--- config.mk ---
export PLATFORM = sky130hd
export DESIGN_NAME = serial_chain
export DESIGN_NICKNAME = d
export VERILOG_FILES = /design/src/verilog/serial_chain_pkg.sv /design/src/verilog/serial_chain.sv
export SDC_FILE = /design/constraint.sdc
export NUM_CORES = 1
export LEC_CHECK = 0
export ABC_AREA = 0
export ABC_CLOCK_PERIOD_IN_PS = 42100
export BUFFER_PORTS_ARGS = -buffer_cell sky130_fd_sc_hd__buf_2
export CAP_MARGIN = 15
export CORE_UTILIZATION = 65
export CTS_CLUSTER_SIZE = 40
export DETAILED_ROUTE_END_ITERATION = 10
export PLACE_DENSITY = 0.82
export SLEW_MARGIN = 20
export SYNTH_ARGS = -nofsm -noshare
export SYNTH_HDL_FRONTEND = slang
export SYNTH_SLANG_ARGS = --single-unit
--- constraint.sdc ---
create_clock -name i_ref_clk -period 42.1 [get_ports i_ref_clk]
set_input_delay 6.315 -clock i_ref_clk [delete_from_list [all_inputs] [get_ports i_ref_clk]]
set_output_delay 6.315 -clock i_ref_clk [all_outputs]
set_load 0.1 [all_outputs]
--- src/verilog/serial_chain_pkg.sv ---
// Purpose: constants for the chained serial output block
// Assumes: 24-bit status and 24-bit samples, msb first
// Notes: shared by the block and its bench
package serial_chain_pkg;
	localparam int          WORD_BITS      = 24;       // bits per status word or sample
	localparam int          CHANNELS       = 8;        // samples per own frame
	localparam int          CNT_W          = 8;        // bit counter width less two
	localparam int          WORD_CNT_W     = 4;        // width of the word counter
	localparam logic [7:0]  CFG4_RESET     = 8'h00;    // fourth configuration reset value
	localparam int          CFG4_COMP_BIT  = 1;        // comparator enable bit position
	localparam int          CFG1_CHAIN_BIT = 6;        // chain-mode enable bit position
	localparam logic [7:0]  CFG1_RESET     = 8'h00;    // first configuration reset value
	localparam logic [23:0] STATUS_HEAD    = 24'hc00000; // fixed status header nibble
	localparam int          BUF_DEPTH      = 2;        // entries in the sample buffer
endpackage
--- src/verilog/serial_chain.sv ---
// Purpose: serial output of one converter in cascade or chained operation
// Assumes: serial clock and chip select arrive from outside, sampled at 125 MHz
// Notes: serial clock must be well below an eighth of the system clock
`timescale 1ns/1ns
module serial_chain
	import serial_chain_pkg::*;
#(
	parameter int LATENCY_CYC = 16   // start to done cycles, fixed per data rate
)
(
	input  wire logic                         i_ref_clk,
	input  wire logic                         i_rst_n,
	input  wire logic                         i_sclk,
	input  wire logic                         i_cs_n,
	input  wire logic                         i_chain_in,
	input  wire logic                         i_start,
	input  wire logic                         i_clock_source_select_pin,
	input  wire logic [7:0]                   i_cfg1,
	input  wire logic [7:0]                   i_cfg4,
	input  wire logic [7:0]                   i_lead_off_control_register_p,
	input  wire logic [7:0]                   i_lead_off_control_register_n,
	input  wire logic                         i_smp_valid,
	input  wire logic [WORD_BITS*CHANNELS-1:0] i_smp_data,
	output logic                              o_smp_ready,
	output logic                              o_dout,
	output logic                              o_dout_oe_n,
	output logic                              o_conversion_done_indicator_n,
	output logic                              o_clk_out_en,
	output logic                              o_comp_en
);
	localparam int FRAME_BITS = WORD_BITS*(CHANNELS+1); // own frame length
	localparam int FW = WORD_BITS*CHANNELS;

	// two-flop synchronisers for pins
	logic [1:0] sclk_s_r, cs_s_r, din_s_r, start_s_r;
	logic       sclk_d_r, start_d_r;
	always_ff @(posedge i_ref_clk or negedge i_rst_n)
	begin
		if (!i_rst_n)
		begin
			sclk_s_r  <= 2'h0;
			cs_s_r    <= 2'h3;
			din_s_r   <= 2'h0;
			start_s_r <= 2'h0;
			sclk_d_r  <= 1'b0;
			start_d_r <= 1'b0;
		end
		else
		begin
			sclk_s_r  <= {sclk_s_r[0], i_sclk};
			cs_s_r    <= {cs_s_r[0], i_cs_n};
			din_s_r   <= {din_s_r[0], i_chain_in};
			start_s_r <= {start_s_r[0], i_start};
			sclk_d_r  <= sclk_s_r[1];
			start_d_r <= start_s_r[1];
		end
	end
	wire sclk_rise = sclk_s_r[1] & ~sclk_d_r;
	wire sclk_fall = ~sclk_s_r[1] & sclk_d_r;
	wire cs_act    = ~cs_s_r[1];
	wire start_rise = start_s_r[1] & ~start_d_r;
	wire chain_en  = i_cfg1[CFG1_CHAIN_BIT];

	// static config outputs
	always_ff @(posedge i_ref_clk or negedge i_rst_n)
	begin
		if (!i_rst_n)
		begin
			o_comp_en    <= 1'b0;
			o_clk_out_en <= 1'b0;
		end
		else
		begin
			o_comp_en    <= i_cfg4[CFG4_COMP_BIT];
			o_clk_out_en <= i_clock_source_select_pin;
		end
	end

	// two-entry sample buffer so a word arriving mid-frame waits for the frame to end
	logic [FW-1:0] buf_mem [BUF_DEPTH];
	logic          wr_ptr_r, rd_ptr_r;
	logic [1:0]    count_r;
	logic          pop;
	// a word moves only when valid meets ready; ready falls with the push, but an offer still held after the pop is taken again
	wire           push = i_smp_valid && o_smp_ready && (count_r != 2'h2);
	always_ff @(posedge i_ref_clk or negedge i_rst_n)
	begin
		if (!i_rst_n)
		begin
			wr_ptr_r    <= 1'b0;
			rd_ptr_r    <= 1'b0;
			count_r     <= 2'd0;
			o_smp_ready <= 1'b0;
		end
		else
		begin
			if (push)
			begin
				buf_mem[wr_ptr_r] <= i_smp_data;
				wr_ptr_r <= ~wr_ptr_r;
			end
			if (pop)
				rd_ptr_r <= ~rd_ptr_r;
			count_r <= count_r + {1'b0, push} - {1'b0, pop};
			// ready stays registered, so only advertise a sure free slot
			o_smp_ready <= (count_r + {1'b0, push} - {1'b0, pop}) == 2'd0;
		end
	end

	// frame shifter: own frame first, chain bits fill in behind it
	logic [FRAME_BITS-1:0] shift_r;     // bits still to leave on the output
	logic [FRAME_BITS-1:0] frame_r;     // copy of the own frame for repeated readback
	logic [CNT_W+1:0]      bit_cnt_r;   // rising link edges seen in this frame
	logic                  chain_bit_r; // last bit taken from the chain input
	logic                  frame_act_r; // chip select was seen low
	wire [WORD_BITS-1:0] status_w = {STATUS_HEAD[23:16], i_lead_off_control_register_p, i_lead_off_control_register_n};
	assign pop = (count_r != 2'd0) && !frame_act_r && !cs_act;
	always_ff @(posedge i_ref_clk or negedge i_rst_n)
	begin
		if (!i_rst_n)
		begin
			shift_r     <= '0;
			frame_r     <= '0;
			bit_cnt_r   <= '0;
			chain_bit_r <= 1'b0;
			frame_act_r <= 1'b0;
			o_dout      <= 1'b0;
		end
		else if (pop)
		begin
			shift_r <= {status_w, buf_mem[rd_ptr_r]};
			frame_r <= {status_w, buf_mem[rd_ptr_r]};
		end
		else if (cs_act)
		begin
			frame_act_r <= 1'b1;
			if (sclk_fall)
			begin
				// a bit entering behind the own frame leaves right after it
				chain_bit_r <= din_s_r[1];
				shift_r     <= {shift_r[FRAME_BITS-2:0], din_s_r[1] & chain_en};
			end
			if (sclk_rise)
			begin
				bit_cnt_r <= bit_cnt_r + 1'b1;
				if (chain_en || bit_cnt_r < FRAME_BITS[CNT_W+1:0])
					o_dout <= shift_r[FRAME_BITS-1];
				else
					o_dout <= 1'b0;
			end
		end
		else
		begin
			// chained: the shifter now holds other devices' bits, so no re-read
			if (frame_act_r)
				shift_r <= chain_en ? '0 : frame_r;
			frame_act_r <= 1'b0;
			bit_cnt_r   <= '0;
		end
	end

	// output enable follows chip select
	always_ff @(posedge i_ref_clk or negedge i_rst_n)
	begin
		if (!i_rst_n)
			o_dout_oe_n <= 1'b1;
		else
			o_dout_oe_n <= ~cs_act;
	end

	// fixed latency start to done
	logic [15:0] lat_r;
	always_ff @(posedge i_ref_clk or negedge i_rst_n)
	begin
		if (!i_rst_n)
		begin
			lat_r    <= '0;
			o_conversion_done_indicator_n <= 1'b1;
		end
		else if (start_rise)
		begin
			lat_r    <= 16'(LATENCY_CYC);
			o_conversion_done_indicator_n <= 1'b1;
		end
		else if (lat_r != 16'h0)
		begin
			lat_r <= lat_r - 16'h1;
			if (lat_r == 16'h1)
				o_conversion_done_indicator_n <= 1'b0;
		end
		else if (cs_act)
			o_conversion_done_indicator_n <= 1'b1;
	end

	oe_follow_a: assert property (@(posedge i_ref_clk) disable iff (!i_rst_n)
		!cs_act |=> o_dout_oe_n) else $error("output not floated");
	comp_en_a: assert property (@(posedge i_ref_clk) disable iff (!i_rst_n)
		1 |=> o_comp_en == $past(i_cfg4[CFG4_COMP_BIT])) else $error("comparator bit");
	latency_a: assert property (@(posedge i_ref_clk) disable iff (!i_rst_n)
		start_rise |=> o_conversion_done_indicator_n ##LATENCY_CYC !o_conversion_done_indicator_n) else $error("done latency wrong");
	dout_hold_a: assert property (@(posedge i_ref_clk) disable iff (!i_rst_n)
		!sclk_rise |=> $stable(o_dout)) else $error("output moved off edge");
	chain_fwd_a: assert property (@(posedge i_ref_clk) disable iff (!i_rst_n)
		cs_act && sclk_rise && !chain_en && bit_cnt_r >= FRAME_BITS[CNT_W+1:0]
		|=> !o_dout) else $error("forwarding while unchained");
	buf_full_a: assert property (@(posedge i_ref_clk) disable iff (!i_rst_n)
		count_r != 2'd0 |-> !o_smp_ready) else $error("ready while holding");
	clk_out_a: assert property (@(posedge i_ref_clk) disable iff (!i_rst_n)
		1 |=> o_clk_out_en == $past(i_clock_source_select_pin)) else $error("clock out enable");
	chain_cap_a: assert property (@(posedge i_ref_clk) disable iff (!i_rst_n)
		cs_act && sclk_fall && !pop |=> chain_bit_r == $past(din_s_r[1]))
		else $error("chain bit not captured");
	frame_c: cover property (@(posedge i_ref_clk) cs_act && sclk_rise && bit_cnt_r == 10'd215);
	chain_c: cover property (@(posedge i_ref_clk) chain_en && cs_act && bit_cnt_r == 10'd230);
	done_c: cover property (@(posedge i_ref_clk) $fell(o_conversion_done_indicator_n));
endmodule

* Yosys cells after proc, flatten, opt, wreduce, memory -nomap -nowiden
Memories as Yosys holds them, arrays and structs flattened.
Cells that the tools add are included.
** Operators by class
- Order comparisons :: 1
- Muxes and demuxes :: 17
- Bitwise logic cells :: 11
- Equal/unequal tests :: 5
- Add/sub/neg operators :: 4
- Reductions and logical operators :: 17
** Operators by type and width (count)
- 216-bit two-way mux :: 5
- 16-bit two-way mux :: 2
- 10-bit two-way mux :: 2
- 16-bit by 1-bit equality test with 1-bit output, second input constant :: 1
- 16-bit nonzero test :: 1
- 16-bit by 1-bit subtractor with 16-bit output, second input constant :: 1
- 10-bit by 1-bit adder with 10-bit output, second input constant :: 1
- 10-bit by 8-bit < comparator with 1-bit output, second input constant :: 1
- 1-bit two-way mux :: 8
- 1-bit NOT :: 7
- 3-bit by 1-bit != test with 1-bit output, second input constant :: 2
- 2-bit AND reduction :: 3
- 2-bit nonzero test :: 3
- 1-bit logical AND :: 5
- 1-bit AND :: 4
- 3-bit by 2-bit != test with 1-bit output, second input constant :: 1
- 3-bit AND reduction :: 1
- 3-bit nonzero test :: 1
- 2-bit by 1-bit adder with 2-bit output :: 1
- 2-bit zero test :: 1
- 2-bit != test, second input constant :: 1
- 2-bit by 1-bit subtractor with 2-bit output :: 1
- 1-bit zero test :: 1
- 1-bit logical OR :: 1
** Word-level totals
- Memories kept :: 1
- Flip-flop bits (word level) :: 472
- Input bits :: 232
- Bits in writable memories :: 384
- Output and inout bits :: 6
- Logic and storage cells :: 76
** Memory list
- buf_mem :: words 2, width 192, rd ports 1, clocked after memory_dff 0, write ports 1, RTL line serial_chain.sv:80 : logic [FW-1:0] buf_mem [BUF_DEPTH];

* Longest topological paths before layout
- Depth in word-level cells :: 5
- Depth in mapped cells :: 12
- Gate-level depth less buffers :: 9

* Worst setup path after synthesis
OpenSTA, ideal clock, no wires.
- Path type :: input-to-reg
- From :: input port i_smp_valid
- To :: memory buf_mem[0][0] in the netlist's numbering, enable pin
- Data required time :: 41.123 ns
- Setup time :: 0.977 ns
- Arrival :: 19.487 ns
- Stages on the path :: 2
- Path slack :: 21.635 ns
- Buffers on the path :: 0
- Path through :: o211ai_1 > nor3_1
** Between the ends
- Longest elaborated chain between the ends :: 5
** RTL lines
- start, declared :: RTL line serial_chain.sv:22 : input wire logic i_smp_valid,
- 1-bit logical AND (2 in a row) :: RTL line serial_chain.sv:85 : wire push = i_smp_valid && o_smp_ready && (count_r != 2'h2);
- 1-bit two-way mux :: RTL line serial_chain.sv:97 : if (push)
- 1-bit logical AND (implied by the code) :: RTL line serial_chain.sv:99 : buf_mem[wr_ptr_r] <= i_smp_data;
- 1-bit two-way mux (implied by the code) :: RTL line serial_chain.sv:99
- end, declared :: RTL line serial_chain.sv:80
No other way between the ends.

* Worst setup path after layout
- From :: input port i_rst_n
- To :: memory buf_mem[1][101] in the netlist's numbering, enable pin
** Between the ends
- Longest elaborated chain between the ends :: 2
** RTL lines
- start, declared :: RTL line serial_chain.sv:12 : input wire logic i_rst_n,
- 1-bit logical AND (implied by the code) :: RTL line serial_chain.sv:99
- 1-bit two-way mux (implied by the code) :: RTL line serial_chain.sv:99
No other way between the ends.

==> summary.md <==
| Metric | Value |
|---|---|
| MaxCap Viol Count | `0` |
| Vias | `20,780` |
| TritonRoute pass-1 iters | `11` |
| Total wire length | `68,300 um` |
| Worst path cell trace | `buf_8 -> inv_1 -> nor3_2 -> buf_4 -> buf_4` |
| Synth Area in Simple Gates | `6.82%` |
| Cell family with most CP delay | `buffers and inverters` |
| Ys flop type | `dfrtp_1` |
| Critical path peak fanout | `89` |
| Global Route Usage Sum | `26.2%` |
| Post-synthesis compound-gate area fraction | `10.1%` |
| Mapped Cells | `2,392` |
| CTS resizes | `0` |
| Status | `finished with violations` |
| Clock Skews | `0.0229 ns` |
| Worst skew pair latency | `0.64 ns` |
| Post-synthesis sequential area ratio | `69.6%` |
| Area Overhead vs Synth | `13.1%` |
| Reg2Reg Setup Slack | `38.30 ns` |
| Initial antenna violation count | `22` |
| Ys async rst share | `55.1%` |
| Syn. warnings | `0` |
| GPL Wtd Cong | `0.786` |
| Mapped cell area | `33,500 um^2` |
| Final Core Density | `75.0%` |
| Nets@finish | `2,796` |
| Cell taking the most area after synthesis | `dfrtp_1` |
| Post-synth top cells | `dfrtp_1, edfxtp_1, mux2_2` |
| Worst ir drop on vdd | `0.0452 mV` |
| LEAKAGE | `14.9 nW` |
| Largest net degree at the start of global routing | `209` |
| Failing checks | `design-rule violations` |
| Die Height | `229 um` |
| Rows | `82` |
| Post-Syn Area per Cell | `14.0 um^2` |
| Number of global-route vias before repair | `21,527` |
| Startpoint Class | `input port` |
| TritonCTS clock tree | `done` |
| Slew Limit Fails | `0` |
| CP Capture Type | `register` |
| Worst Path Required | `42.33 ns` |
| Syn_nets | `2,629` |
| Via density | `6.26` |
| EDFF count, synth | `384` |
| Crit path buffers/inverters | `4` |
| Slowest stage cell, crit path | `buf_4` |
| Crit path largest cell delay | `0.89 ns` |
| Xor/xnor share of the synthesized area | `0.366%` |
| I/O pins | `238` |
| Share of cells above drive strength 1 | `27.6%` |
| Initial Util | `66.3%` |
| FMAX | `114 MHz` |
| DR DRC count | `3` |
| Count of cell types in the netlist | `64` |
| Longest Clk Path Bufs | `3` |
| CTS Buf Count | `84` |
| WS Path Type | `input port to register` |
| Core Region | `50,600 um^2` |
| Slew @ Worst Pin | `1.19 ns` |
| Reg clk slew, reported paths | `0.06 ns` |
| Hold-fix buffers, CTS | `0` |
| Setup Viol. Count Final | `0` |
| Final worst path period share | `20.9%` |
| Port bufs | `223` |
| Root buf cell | `clkbuf_16` |
| Htree depth | `3` |
| CTS sink cnt | `856` |
| Setup Buffers After CTS | `0` |
| Slew margin rel. | `20.4%` |
| Routed Antenna Nets | `0` |
| Remaining Overflow, GRT | `0` |
| Area share of the largest cell type after synthesis | `34.9%` |
| Die X-Extent | `229 um` |
| CP Data Arrival Time | `9.03 ns` |
| Largest family of logic cells by synthesized area | `multiplexers` |
| RSZ-0062 raised after global routing | `no` |
| Routed len/inst | `20.6 um` |
| Minimum clock period | `8.80 ns` |
| Post-synthesis adder-cell area fraction | `0.187%` |
| Top-count cell post-synth | `dfrtp_1` |
| Multiplexer area fraction after synthesis | `10.6%` |
| First-iteration detailed-routing DRC count | `2,525` |
| Setup TNS Final | `0 ns` |
| Type of the worst min-delay path | `register to register` |
| Die area | `52,500 um^2` |
| Synth top area cells | `dfrtp_1, edfxtp_1, mux2_2` |
| First-pass GRT wire length | `111,000 um` |
| PD cells | `67.2 nW/um^2` |
| Yosys reg bits | `856` |
| Critical Path Most Common Cell | `buf_4` |
| Final hold viol count | `0` |
| DP HPWL | `37,400 um` |
-- area by class of cell --
class | count | area, um^2
inverters | 15 | 68.8
clock inverters | 34 | 335
diodes | 14 | 35.0
repair buffers | 245 | 1350
well taps | 672 | 841
fillers | 3004 | 12600
flip-flops and latches | 856 | 23400
clock buffers | 124 | 2500
multi-input cells | 1357 | 9460
-- worst paths after layout --
kind | start | to | cells after the start
worst max register to register | cs_s_r[1] | shift_r[59] | 6
worst min-delay path | din_s_r[0] | din_s_r[1] | 0
worst min register to register | din_s_r[0] | din_s_r[1] | 0
max in group asynchronous | i_rst_n | frame_r[181] | 3
worst max-delay path | i_rst_n | buf_mem[1][101] | 5
min in group asynchronous | i_rst_n | shift_r[50] | 1
-- cells in the final DEF, fill, tap and decap left out, types with 72 or more instances in the layout --
cell and count:
buf_2 222, a21oi_1 150, edfxtp_1 384, nand2_1 270, a31oi_1 72, clkbuf_16 87
dfrtp_1 467, a222oi_1 139, mux2_2 315, nor2_1 234
-- stage by stage --
step | instances | setup WS (ns) | total power [mW] | instance area, um^2 | hold slack, ns
after detailed placement | 3144 | 32.67 | 1.79 | 35000 | 0.335
after global placement | 3144 | 32.82 | 1.74 | 35000 | 0.336
final | 3317 | 33.30 | 2.55 | 37900 | 0.347
after floorplan | 2392 | 21.64 | 1.65 | 33500 | 0.331
after CTS | 3302 | 33.33 | 2.56 | 37900 | 0.348
after global routing | 3312 | 33.12 | 2.67 | 37900 | 0.358
-- where the power goes --
group          switching, mW  internal, mW  total (mW)
clock                  0.312         0.444       0.756
combinational          0.289         0.265       0.554
sequential             0.139          1.10        1.24
-- routing by layer --
| metal | track usage [%] | part of all wire, % | vias up |
|---|---|---|---|
| li1 | - | - | 9350 |
| met1 | 33.7 | 40 | 10533 |
| met2 | 44.3 | 50 | 740 |
| met3 | 5.98 | 6.6 | 137 |
| met4 | 8.96 | 2.4 | 20 |
| met5 | 0 | 0.19 | - |
-- worst register-to-register path, delay by kind of cell (launching register included) --
family	cells	cell delay, ns
buf+inv	3	2.34
simple gates	1	0.05
compound gates	2	0.52
flops	1	0.80
-- registers in the layout (all words and copies together), names as in the netlist, 2 cells and up --
register / count
buf_mem: 384
shift_r: 216
frame_r: 209
lat_r: 16
bit_cnt_r: 10
count_r: 2
cs_s_r: 2
din_s_r: 2
sclk_s_r: 2
start_s_r: 2
-- kinds of logic after synthesis --
| kind of cell | after synthesis |
|---|---|
| flip-flops | 856 |
| AO/OA/AOI/OAI | 467 |
| multiplexers | 316 |
| adder cells (fa/ha/maj) | 5 |
| XOR/XNOR | 14 |
| buffers and inverters | 179 |
| AND/OR/NAND/NOR | 555 |
No activity file was read; power rests on OpenSTA's default activity.
